File: src/rtl/fsir_pkg.sv
// Purpose: Shared constants and carriers for the fault status and ident registers
// Assumes: 8-bit register data, 8-bit register addresses
// Notes:   Ident characters are parameters with arbitrary defaults
package fsir_pkg;

   // ==========================================================
   // Register offsets
   localparam logic [7:0] FSIR_OFS_PROT_STATUS = 8'h2E;
   localparam logic [7:0] FSIR_OFS_DIE_KIND    = 8'h39;
   localparam logic [7:0] FSIR_OFS_VAR_REV     = 8'h3A;

   // ==========================================================
   // Field positions in protection_event_status
   localparam int FSIR_BIT_OPEN_DIODE = 2;
   localparam int FSIR_BIT_THERMAL    = 1;
   localparam int FSIR_BIT_OVERVOLT   = 0;

   // ==========================================================
   // Reset values
   localparam logic       FSIR_RST_FLAG   = 1'b0;
   localparam logic [7:0] FSIR_RST_RDATA  = 8'h00;
   localparam logic [4:0] FSIR_RSVD_VALUE = 5'h00;

   // ==========================================================
   // Carriers
   typedef struct packed {
      logic       rd;
      logic [7:0] addr;
   } fsir_req_s;

   typedef struct packed {
      logic open_diode;
      logic thermal;
      logic overvolt;
   } fsir_evt_s;

endpackage

File: src/rtl/fsir_sticky_flag.sv
// Purpose: One latched event flag, cleared by a finished status read
// Assumes: Event and clear synchronous to clk_sys
// Notes:   Set wins over clear so no event is lost
`timescale 1ns/1ps
module fsir_sticky_flag (
   // Clock and reset
   input  wire logic clk_sys,
   input  wire logic rst_n,
   // Control
   input  wire logic event_in,
   input  wire logic clear,
   // State
   output logic      flag_q
);

   always_ff @(posedge clk_sys or negedge rst_n) begin
      if (!rst_n) begin
         flag_q <= fsir_pkg::FSIR_RST_FLAG;
      end else if (event_in) begin
         flag_q <= 1'b1;
      end else if (clear) begin
         flag_q <= 1'b0;
      end
   end

endmodule

File: src/rtl/fsir_regs.sv
// Purpose: Read-only protection status and die identification register group
// Assumes: Serial bus engine presents one-cycle read strobes with address
// Notes:   Read data registered; flags clear on the strobe that samples them
//
// Contract
// - Status bit 2 shows catch diode missing now, 0 when present.
// - Status bit 1 latches any thermal shutdown since last status read.
// - Status bit 0 latches any overvoltage event since last status read.
// - Status bits 7 to 3 are reserved and read zero.
// - Ident 0x39 returns die_kind_code code as two BCD characters.
// - Ident 0x3A returns variant character high, mask revision low.
`timescale 1ns/1ps
module fsir_regs #(
   parameter logic [3:0] DIE_KIND_HI  = 4'h1, // arbitrary
   parameter logic [3:0] DIE_KIND_LO  = 4'h2, // arbitrary
   parameter logic [3:0] VARIANT_DIG  = 4'h3, // arbitrary
   parameter logic [3:0] MASK_REVISION_CODE_DIG = 4'h4  // arbitrary
) (
   // Clock and reset
   input  wire logic                clk_sys,
   input  wire logic                nrst,
   // Register read port
   input  wire fsir_pkg::fsir_req_s req,
   output logic [7:0]               rdata_q,
   // Protection events
   input  wire fsir_pkg::fsir_evt_s evt
);

   // ==========================================================
   // Reset release
   // Asserts at once, releases on a clean edge through two stages
   logic nrst_s1_q;
   logic nrst_sync_q;

   always_ff @(posedge clk_sys or negedge nrst) begin
      if (!nrst) begin
         nrst_s1_q   <= 1'b0;
         nrst_sync_q <= 1'b0;
      end else begin
         nrst_s1_q   <= 1'b1;
         nrst_sync_q <= nrst_s1_q;
      end
   end

   // ==========================================================
   // Decode
   function automatic logic hit(input logic [7:0] a, input logic [7:0] ofs);
      hit = (a == ofs);
   endfunction

   // Everything outside the three offsets reads back zero
   function automatic logic mapped(input logic [7:0] a);
      mapped = hit(a, fsir_pkg::FSIR_OFS_PROT_STATUS)
            || hit(a, fsir_pkg::FSIR_OFS_DIE_KIND)
            || hit(a, fsir_pkg::FSIR_OFS_VAR_REV);
   endfunction

   logic status_rd;
   logic die_kind_rd;
   logic var_rev_rd;
   assign status_rd   = req.rd && hit(req.addr, fsir_pkg::FSIR_OFS_PROT_STATUS);
   assign die_kind_rd = req.rd && hit(req.addr, fsir_pkg::FSIR_OFS_DIE_KIND);
   assign var_rev_rd  = req.rd && hit(req.addr, fsir_pkg::FSIR_OFS_VAR_REV);

   // ==========================================================
   // Identification characters
   // Build-time constants; a new mask changes only these
   logic [7:0] die_kind_code;
   logic [3:0] variant_digit;
   logic [3:0] mask_revision_code;

   assign die_kind_code      = {DIE_KIND_HI, DIE_KIND_LO};
   assign variant_digit      = VARIANT_DIG;
   assign mask_revision_code = MASK_REVISION_CODE_DIG;

   // ==========================================================
   // Latched flags
   logic thermal_trip_flag;
   logic output_overvolt_flag;

   fsir_sticky_flag u_thermal (
      .clk_sys  (clk_sys),
      .rst_n    (nrst_sync_q),
      .event_in (evt.thermal),
      .clear    (status_rd),
      .flag_q   (thermal_trip_flag)
   );

   fsir_sticky_flag u_overvolt (
      .clk_sys  (clk_sys),
      .rst_n    (nrst_sync_q),
      .event_in (evt.overvolt),
      .clear    (status_rd),
      .flag_q   (output_overvolt_flag)
   );

   // Live level, never latched, so a refitted diode shows at once
   logic open_catch_diode_flag;
   assign open_catch_diode_flag = evt.open_diode;

   // Diode bit live; an event in the read cycle also shows in the data
   logic [7:0] status_val;
   always_comb begin
      status_val = {fsir_pkg::FSIR_RSVD_VALUE, 3'h0};
      status_val[fsir_pkg::FSIR_BIT_OPEN_DIODE] = open_catch_diode_flag;
      status_val[fsir_pkg::FSIR_BIT_THERMAL]    = thermal_trip_flag | evt.thermal;
      status_val[fsir_pkg::FSIR_BIT_OVERVOLT]   = output_overvolt_flag | evt.overvolt;
   end

   // ==========================================================
   // Read data
   always_ff @(posedge clk_sys or negedge nrst_sync_q) begin
      if (!nrst_sync_q) begin
         rdata_q <= fsir_pkg::FSIR_RST_RDATA;
      end else if (req.rd) begin
         case (req.addr)
            fsir_pkg::FSIR_OFS_PROT_STATUS: rdata_q <= status_val;
            fsir_pkg::FSIR_OFS_DIE_KIND:    rdata_q <= die_kind_code;
            fsir_pkg::FSIR_OFS_VAR_REV:     rdata_q <= {variant_digit, mask_revision_code};
            default:                        rdata_q <= fsir_pkg::FSIR_RST_RDATA;
         endcase
      end
   end

   // ==========================================================
   // Checks: status bits
   diode_live_a: assert property (
      @(posedge clk_sys) disable iff (!nrst_sync_q)
      status_rd |=> rdata_q[fsir_pkg::FSIR_BIT_OPEN_DIODE] == $past(open_catch_diode_flag))
      else $error("diode bit not live");

   reserved_zero_a: assert property (
      @(posedge clk_sys) disable iff (!nrst_sync_q)
      status_rd |=> rdata_q[7:3] == fsir_pkg::FSIR_RSVD_VALUE)
      else $error("reserved bits nonzero");

   thermal_read_a: assert property (
      @(posedge clk_sys) disable iff (!nrst_sync_q)
      (status_rd && thermal_trip_flag) |=> rdata_q[fsir_pkg::FSIR_BIT_THERMAL])
      else $error("thermal flag lost on read");

   overvolt_read_a: assert property (
      @(posedge clk_sys) disable iff (!nrst_sync_q)
      (status_rd && output_overvolt_flag) |=> rdata_q[fsir_pkg::FSIR_BIT_OVERVOLT])
      else $error("overvolt flag lost on read");

   thermal_quiet_a: assert property (
      @(posedge clk_sys) disable iff (!nrst_sync_q)
      (status_rd && !thermal_trip_flag && !evt.thermal) |=> !rdata_q[fsir_pkg::FSIR_BIT_THERMAL])
      else $error("thermal bit set without event");

   overvolt_quiet_a: assert property (
      @(posedge clk_sys) disable iff (!nrst_sync_q)
      (status_rd && !output_overvolt_flag && !evt.overvolt)
      |=> !rdata_q[fsir_pkg::FSIR_BIT_OVERVOLT])
      else $error("overvolt bit set without event");

   // ==========================================================
   // Checks: latched flags
   // Set wins over clear, so the clear checks leave out events
   thermal_set_a: assert property (
      @(posedge clk_sys) disable iff (!nrst_sync_q)
      evt.thermal |=> thermal_trip_flag)
      else $error("thermal event not latched");

   overvolt_set_a: assert property (
      @(posedge clk_sys) disable iff (!nrst_sync_q)
      evt.overvolt |=> output_overvolt_flag)
      else $error("overvolt event not latched");

   read_clear_a: assert property (
      @(posedge clk_sys) disable iff (!nrst_sync_q)
      (status_rd && !evt.thermal && !evt.overvolt)
      |=> !thermal_trip_flag && !output_overvolt_flag)
      else $error("flags not cleared by read");

   hold_flag_a: assert property (
      @(posedge clk_sys) disable iff (!nrst_sync_q)
      (thermal_trip_flag && !status_rd) |=> thermal_trip_flag)
      else $error("thermal flag dropped without read");

   overvolt_hold_a: assert property (
      @(posedge clk_sys) disable iff (!nrst_sync_q)
      (output_overvolt_flag && !status_rd) |=> output_overvolt_flag)
      else $error("overvolt flag dropped without read");

   thermal_spur_a: assert property (
      @(posedge clk_sys) disable iff (!nrst_sync_q)
      (!thermal_trip_flag && !evt.thermal) |=> !thermal_trip_flag)
      else $error("thermal flag rose without event");

   overvolt_spur_a: assert property (
      @(posedge clk_sys) disable iff (!nrst_sync_q)
      (!output_overvolt_flag && !evt.overvolt) |=> !output_overvolt_flag)
      else $error("overvolt flag rose without event");

   // ==========================================================
   // Checks: identification
   die_kind_a: assert property (
      @(posedge clk_sys) disable iff (!nrst_sync_q)
      die_kind_rd |=> rdata_q == {DIE_KIND_HI, DIE_KIND_LO})
      else $error("die kind wrong");

   var_rev_a: assert property (
      @(posedge clk_sys) disable iff (!nrst_sync_q)
      var_rev_rd |=> rdata_q == {VARIANT_DIG, MASK_REVISION_CODE_DIG})
      else $error("variant revision wrong");

   ident_bcd_a: assert property (
      @(posedge clk_sys) disable iff (!nrst_sync_q)
      die_kind_rd |=> (rdata_q[7:4] <= 4'h9) && (rdata_q[3:0] <= 4'h9))
      else $error("die kind not BCD");

   // ==========================================================
   // Checks: read port
   unmapped_zero_a: assert property (
      @(posedge clk_sys) disable iff (!nrst_sync_q)
      (req.rd && !mapped(req.addr)) |=> rdata_q == fsir_pkg::FSIR_RST_RDATA)
      else $error("unmapped read not zero");

   rdata_hold_a: assert property (
      @(posedge clk_sys) disable iff (!nrst_sync_q)
      !req.rd |=> $stable(rdata_q))
      else $error("read data moved without read");

   // ==========================================================
   // Coverage of the main scenarios
   thermal_seen_c: cover property (
      @(posedge clk_sys) disable iff (!nrst_sync_q)
      evt.thermal ##[1:8] status_rd);
   overvolt_seen_c: cover property (
      @(posedge clk_sys) disable iff (!nrst_sync_q)
      evt.overvolt ##[1:8] status_rd);
   set_on_clear_c: cover property (
      @(posedge clk_sys) disable iff (!nrst_sync_q)
      status_rd && evt.thermal);
   ident_read_c: cover property (
      @(posedge clk_sys) disable iff (!nrst_sync_q)
      die_kind_rd);
   diode_read_c: cover property (
      @(posedge clk_sys) disable iff (!nrst_sync_q)
      status_rd && open_catch_diode_flag);

endmodule

File: config.mk
export PLATFORM = sky130hd
export DESIGN_NAME = fsir_regs
export DESIGN_NICKNAME = d
export VERILOG_FILES = /design/src/rtl/fsir_pkg.sv /design/src/rtl/fsir_sticky_flag.sv /design/src/rtl/fsir_regs.sv
export SDC_FILE = /design/constraint.sdc
export NUM_CORES = 1
export LEC_CHECK = 0
export BUFFER_PORTS_ARGS = -buffer_cell sky130_fd_sc_hd__buf_2
export CAP_MARGIN = 20
export CORE_AREA = 2 2 39 41
export CTS_BUF_LIST = sky130_fd_sc_hd__clkbuf_4
export CTS_CLUSTER_SIZE = 14
export DETAILED_ROUTE_END_ITERATION = 6
export DIE_AREA = 0 0 41 43
export HOLD_SLACK_MARGIN = 0.08
export SLEW_MARGIN = 20
export SYNTH_ARGS = -nofsm -noshare
export SYNTH_HDL_FRONTEND = slang
export SYNTH_SLANG_ARGS = --single-unit
File: constraint.sdc
create_clock -name clk_sys -period 0.8 [get_ports clk_sys]
set_input_delay 0.16 -clock clk_sys [delete_from_list [all_inputs] [get_ports clk_sys]]
set_output_delay 0.16 -clock clk_sys [all_outputs]
set_load 0.05 [all_outputs]
# Word level (Yosys, flattened, before mapping)
# Cells that the tools add are included.
# totals
out_inout_bits	8
word_cells	17
ff_bits	12
inputBits	14
# op_classes
muxes	4
n_bitwise	2
n_reduce_logical	3
n_eq_ne	3
# ops
cell	n
$eq A8 B6 Y1 const B	3
$pmux W6 S3	1
$reduce_bool A2 Y1	2
$mux W1	3
$or A1 B1 Y1	2
$logic_and A1 B1 Y1	1

# Depth between registers and ports, before layout
# Gate-level depths: netlist of the first run.
# logic_depth
depth_word	4
mapped_depth	3
depth_no_buf	3

# By module
# A second synthesis of the first run with hierarchy kept.
# unflattened
hier_cells	40
area_unflattened_um2	426.7
# modules_own_cells
mod	instances	seq_area_each_um2	area_per_inst_um2	cells_per_inst
fsir_regs	1	175.2	354.1	34
fsir_sticky_flag	2	25.0	36.3	3

# Worst setup path after synthesis of the first run
# No wires, ideal clock.
# synth_path
path_type	input to register
start	in req[6] (netlist bit)
end	reg u_overvolt.flag_q
setup_ns	0.118
path_buffers	0
setup_slack_ns	-0.091
cell_stages	3
arrival_ns	0.773
t_required_ns	0.682
cell_sequence	and4bb_2 -> nand3_1 -> a21o_1
# synth_via
elab_chain_len	3
# synth_rtl
item	line_no	text
start: declaration	fsir_regs.sv:23	input wire fsir_pkg::fsir_req_s req,
$eq A8 B6 Y1	fsir_regs.sv:48	hit = (a == ofs);
$logic_and A1 B1 Y1	fsir_regs.sv:61	assign status_rd = req.rd && hit(req.addr, fsir_pkg::FSIR_OFS_PROT_STATUS);
$reduce_bool A2 Y1 (no source line)	n/a	
end signal: assignment	fsir_sticky_flag.sv:18	flag_q <= fsir_pkg::FSIR_RST_FLAG;
end: declaration	fsir_sticky_flag.sv:13	output logic flag_q
# Every way passes these cells.
# A chain may end at the register's enable or synchronous reset.

# Worst setup path after layout of the first run
# layout_path
start	reg rdata_q[1]
end	out rdata_q[1]
# layout_rtl
item	line_no	text
start: declaration	fsir_regs.sv:24	output logic [7:0] rdata_q,
start signal: assignment	fsir_regs.sv:114	rdata_q <= fsir_pkg::FSIR_RST_RDATA;
start signal: assignment	fsir_regs.sv:117	fsir_pkg::FSIR_OFS_PROT_STATUS: rdata_q <= status_val;
start signal: assignment	fsir_regs.sv:118	fsir_pkg::FSIR_OFS_DIE_KIND: rdata_q <= die_kind_code;
# No word-level cell between the ends.

==> results of run 1 <==
[routing by layer]
layer | global-route usage | wire [um] | up-vias
li1 | - | - | 171
met1 | 0.114 | 314 | 157
met2 | 0.144 | 403 | 12
met3 | 0.0785 | 51 | 2
met4 | 0.0600 | 4 | 0
met5 | 0 | 0 | -
[state kept, by name (all words and copies together) (netlist names)]
name and flops:
nrst_sync_q 1, u_thermal.flag_q 1, u_overvolt.flag_q 1, rdata_q 5, nrst_s1_q 1
[cell families (layout without fill, tap and decap cells)]
| logic type | count (synthesis) | in the layout | share of synthesized area |
|---|---|---|---|
| muxes | 1 | 1 | 0.0237 |
| other | 2 | 4 | 0.0178 |
| AOI/OAI and AO/OA | 9 | 9 | 0.148 |
| DFF | 9 | 9 | 0.533 |
| buffers and inverters | 7 | 27 | 0.0917 |
| and+or+nand+nor | 10 | 10 | 0.186 |
[cells in the final DEF (no fill, tap or decap)]
cell and instances:
a21o_1 2, a31oi_1 2, and3b_1 1, and4bb_2 1, and4bb_4 1, buf_2 13, buf_4 1, buf_6 5
clkbuf_4 4, conb_1 4, dfrtp_1 4, dfrtp_2 5, dlygate4sd3_1 1, inv_1 3, mux2i_1 1, nand3_2 2
nand4b_4 1, nor2_1 2, nor2b_1 2, o2111ai_1 1, o2111ai_2 1, o211ai_1 1, o21ai_0 1, o21ai_1 1
[worst min path at each step]
stage               startpoint                to  cells past startpoint
finish                  evt[1]  u_thermal.flag_q                      2
global route            evt[1]  u_thermal.flag_q                      2
CTS                     evt[1]  u_thermal.flag_q                      2
detailed placement        nrst         nrst_s1_q                      1
global placement          nrst         nrst_s1_q                      1
floorplan                 nrst         nrst_s1_q                      0
[timing repair]
| item | CTS | global route |
|---|---|---|
| pin swaps | 0 | 3 |
| endpoints found under the hold margin | 2 | 0 |
| hold buffers | 1 | 0 |
| resized for setup | 12 | 1 |
| endpoints found under the setup margin | 6 | 7 |
[power breakdown]
group	switching, W	internal, W
Sequential	0.0000127	0.000470
Combinational	0.000102	0.0000620
Clock	0.000148	0.000225
Total	0.000263	0.000757
[area by class of cell]
cell class	count	share of cell area
Clock buffer	4	0.0479
Inverter	3	0.0180
Tap cell	16	0.0319
Multi-Input combinational cell	24	0.311
Sequential cell	9	0.369
Timing Repair Buffer	20	0.222
[worst register-to-register path, stage by stage (launching register included)]
cell       delay, ps
dfrtp_1          380
o2111ai_2        160
o21ai_1           90
[per-stage QoR]
step	setup TNS [ps]	total power (W)	worst slack (ps)
floorplan	-281	0.000595	-75.4
global placement	-1210	0.000636	-208
detailed placement	-1330	0.000637	-217
CTS	-923	0.00103	-190
global route	-1010	0.00106	-206
finish	-870	0.00102	-179
==> flow_summary.json, run 1 <==
{
  "h-tree-depth": 1,
  "drc": 0,
  "yosysTopAreaCellShare": 0.533,
  "synth-edff-count": 0,
  "hold_viol_final": 0,
  "holdWs_ps": 95.1,
  "fillCellCount": 137,
  "clkLatencyLatePin_ps": 260,
  "design_area_um2": 627,
  "track_usage": 0.106,
  "ys.warnings.count": 0,
  "vdd_ir_drop_max_uv": 828,
  "final.min_clock_period_ps": 979,
  "path_cells": "buf_6",
  "drtIter0Drc": 3,
  "worst-r2r-setup-slack_ps": 40,
  "pin_count": 22,
  "yosysMostFrequentCell": "dfrtp_1",
  "rsz0062_at_grt": "yes",
  "crit_path_start_kind": "flop",
  "violations": "negative setup slack",
  "vias": 342,
  "crit_type": "reg2out",
  "postRouteAntennaNets": 0,
  "io_buffers": 18,
  "seq_area_um2": 231,
  "cp.arrival_ps": 820,
  "crit_path_end_kind": "output port",
  "wire_per_inst_um": 10.2,
  "fin_util": 0.453,
  "worstRegToRegCells": 2,
  "vias_per_cell": 4.50,
  "dp_cells": 71,
  "cts_made_buffers": 3,
  "worst_slack_ps": -179,
  "start_util": 0.306,
  "num_rows": 14,
  "grt.overflow.total": 0,
  "synthCells": 38,
  "clock_sinks": 9,
  "worst-path-max-fanout": 2,
  "max_freq_mhz": 1020,
  "synth_area_um2": 423,
  "powerDensity_nw_per_um2": 1630,
  "grt_pass1_wl_um": 1180,
  "first_pass_iters": 4,
  "r2r_end": "rdata_q[0]",
  "status": "complete, but fails checks",
  "post-cts-setup-buffers": 0,
  "synth_area_per_cell_um2": 11.1,
  "routed_wl_um": 773,
  "path_clk_slew_ps": 60,
  "ys_async_sr_fraction": 1.00,
  "clk_path_buf_depth": 2,
  "multi_input_area_um2": 195,
  "fin_crit_sh": 1.22,
  "final_cell_count_no_fill": 76,
  "antenna_found_initial": 0,
  "leakage_nw": 0.281,
  "critPathSlowestCell": "dfrtp_2",
  "maxCapViolCount": 0,
  "path_buf_inv": 1,
  "crit_end": "rdata_q[1]",
  "finalClockSkew_ps": 4.05,
  "grt_max_degree": 11,
  "slowest_delay_ps": 410,
  "worstReg2RegStart": "u_overvolt.flag_q",
  "synth_area_leaders": "dfrtp_1 53%, and4bb_2 5.9%, buf_4 5.3%",
  "cp-startpoint": "rdata_q[1]",
  "grt_pass1_vias": 305,
  "cts_root_buf": "clkbuf_4",
  "synth-seq-cells": 9,
  "path_depth": 1,
  "final_max_slew_viol_count": 0,
  "ys_types": 17,
  "finalNetCount": 75,
  "hold_path.class": "in2reg",
  "die_h_um": 43,
  "yosys_most_used_dff": "dfrtp_1",
  "syn2layout_area_growth_pct": 48.2,
  "cts_tree": "done",
  "die_w_um": 41,
  "coreArea_um2": 1380,
  "cp.required_ps": 640,
  "finalSetupViolCount": 5,
  "drive_gt1_frac": 0.567,
  "n_antenna_cell": 0,
  "die-area_um2": 1760,
  "seq_area_frac_synth": 0.533,
  "path_delay_family": "flip-flops",
  "synth_area_leader_cell": "dfrtp_1",
  "place_hpwl_um": 599,
  "gp_congestion": 0.673,
  "dpl-instance-area_um2": 544,
  "synthTopCellsByCount": "9 x dfrtp_1, 3 x buf_4, 3 x inv_1"
}
(Power assumes the default switching activity.)
==> run 2: changes to the inputs <==
- RECOVER_POWER: unset -> 100
- SYNTH_HIERARCHICAL: unset -> 1
==> run 2 against run 1 <==
Compared with the run above:
- the flow still finishes with violations (negative setup slack)
- worst hold slack better by 3.5 ps
- critical path depth stayed put
- via count is 13% higher
- clock power hardly changed
- wire length grew 20%
- synthesized cell count increased by 5.3%
- flip-flop and latch count stayed put
- area after synthesis increased by 0.89%
- utilization rose by 3.5 points
- clock skew is essentially flat
- design area grew 7.8%
- largest power group unchanged
==> flow_summary.json, run 2 <==
{
  "status": "complete, but fails checks",
  "violations": "negative setup slack",
  "cts_tree": "done",
  "yosysMostFrequentCell": "dfrtp_1",
  "cp.required_ps": 640,
  "seq_area_frac_synth": 0.528,
  "first_pass_iters": 4,
  "vias": 387,
  "worst_slack_ps": -184,
  "path_clk_slew_ps": 60,
  "mostFrequentLayoutCell": "buf_2",
  "layout_common_cells": "10 x buf_2, 8 x buf_4, 5 x buf_6, 5 x dfrtp_2",
  "synth_area_leader_cell": "dfrtp_1",
  "start_util": 0.308,
  "slowest_delay_ps": 420,
  "cts_made_buffers": 3,
  "io_buffers": 18,
  "crit_path_start_kind": "flop",
  "n_antenna_cell": 0,
  "routed_wl_um": 925,
  "top_register": "rdata_q",
  "multi_input_area_um2": 179,
  "path_delay_family": "flip-flops",
  "power_w": 0.00105,
  "cp.arrival_ps": 820,
  "finalClockSkew_ps": 3.72,
  "critPathSlowestCell": "dfrtp_2",
  "wire_per_inst_um": 10.8,
  "vdd_ir_drop_max_uv": 712,
  "worst-path-max-fanout": 2,
  "post-place-ws_ps": -286,
  "postRouteAntennaNets": 0,
  "powerDensity_nw_per_um2": 1550,
  "drtIter0Drc": 9,
  "ys.warnings.count": 6,
  "synthCells": 40,
  "grt_max_degree": 8,
  "ys_types": 21,
  "ys_async_sr_fraction": 1.00,
  "die_w_um": 41,
  "clkLatencyLatePin_ps": 250,
  "clk_path_buf_depth": 2,
  "rsz0062_at_grt": "yes",
  "die_h_um": 43,
  "crit_type": "reg2out",
  "path_buf_inv": 1,
  "final.min_clock_period_ps": 984,
  "path_cells": "buf_8",
  "fin_util": 0.488,
  "finalSetupViolCount": 7,
  "setup_tns_ps": -964,
  "synth_area_um2": 427,
  "die-area_um2": 1760,
  "gp_congestion": 0.673,
  "seq_area_um2": 231,
  "synth_area_per_cell_um2": 10.7,
  "yosysTopAreaCellShare": 0.528,
  "h-tree-depth": 1,
  "antenna_found_initial": 0,
  "syn2layout_area_growth_pct": 58.4,
  "num_rows": 14,
  "fin_crit_sh": 1.23,
  "drc": 0,
  "finalNetCount": 85,
  "hold_path.class": "in2reg",
  "cts_root_buf": "clkbuf_4",
  "maxCapViolCount": 0,
  "hold_viol_final": 0,
  "grt.overflow.total": 0,
  "synth-seq-cells": 9,
  "synthTopCellsByCount": "9 x dfrtp_1, 4 x inv_1, 3 x buf_4",
  "synth_area_leaders": "dfrtp_1 53%, buf_4 5.3%, nand4b_1 4.1%",
  "clock_sinks": 9,
  "drive_gt1_frac": 0.543,
  "fillCellCount": 133,
  "track_usage": 0.133,
  "grt_pass1_vias": 366,
  "leakage_nw": 0.312,
  "coreArea_um2": 1380,
  "largest_register_ffs": 5,
  "crit_path_end_kind": "output port",
  "vias_per_cell": 4.50,
  "place_hpwl_um": 665,
  "final_max_slew_viol_count": 0,
  "yosys_most_used_dff": "dfrtp_1",
  "synth-edff-count": 0,
  "pin_count": 22,
  "grt_pass1_wl_um": 1540,
  "max_freq_mhz": 1020
}
==> run 2: final cells by class <==
type / instances / share of cell area
multi-input cells: 26 / 0.265
well taps: 16 / 0.0296
repair buffers: 27 / 0.296
flip-flops and latches: 9 / 0.343
clock buffers: 4 / 0.0444
inverters: 4 / 0.0222
==> run 2: cell families (layout without fill, tap and decap cells) <==
logic type | count (synthesis) | after routing | synth area share
AOI/OAI and AO/OA | 10 | 10 | 0.167
other | 2 | 4 | 0.0176
buffers and inverters | 7 | 35 | 0.0880
and+or+nand+nor | 12 | 12 | 0.199
DFF | 9 | 9 | 0.528
==> run 2: layer usage <==
layer  vias up  GRT usage  part of all wire
li1        194          -                 -
met1       175      0.167              0.43
met2        16      0.197              0.49
met3         2     0.0157             0.062
met4         0      0.100             0.015
met5         -          0                 0
==> run 2: final timing paths <==
| check | from | endpoint | slack (ps) | cells after the start |
|---|---|---|---|---|
| hold / removal | evt[0] | u_overvolt/flag_q | 100 | 2 |
| min in group asynchronous | nrst_sync_q | rdata_q[1] | 110 | 0 |
| max in group asynchronous | nrst_sync_q | rdata_q[0] | 440 | 0 |
| setup reg to reg | rdata_q[1] | rdata_q[1] | 20 | 3 |
| setup / recovery | rdata_q[1] | rdata_q[1] | -180 | 1 |
| hold reg to reg | nrst_sync_q | rdata_q[1] | 110 | 0 |
==> run 2: what timing repair did <==
item	CTS	global route
pin swaps	0	4
setup buffers	0	2
resized for setup	10	7
setup endpoints to repair	7	10
hold buffers	1	0
endpoints found under the hold margin	2	0
==> run 2: power breakdown <==
group          leakage [nW]  internal [W]  total [W]  switching [W]
Sequential            0.100      0.000470   0.000483      0.0000137
Combinational         0.194     0.0000855   0.000190       0.000104
Clock                0.0184      0.000226   0.000376       0.000151
Total                 0.312      0.000781    0.00105       0.000269
==> run 2: metrics by stage <==
step | std cells | hold WS, ps | instance area (um^2)
2_1_floorplan | 42 | -136 | 440
3_3_place_gp | 79 | -54.6 | 573
3_5_place_dp | 79 | -54.8 | 573
4_1_cts | 84 | 93.4 | 644
5_1_grt | 86 | 99.3 | 676
6_report | 86 | 98.6 | 676
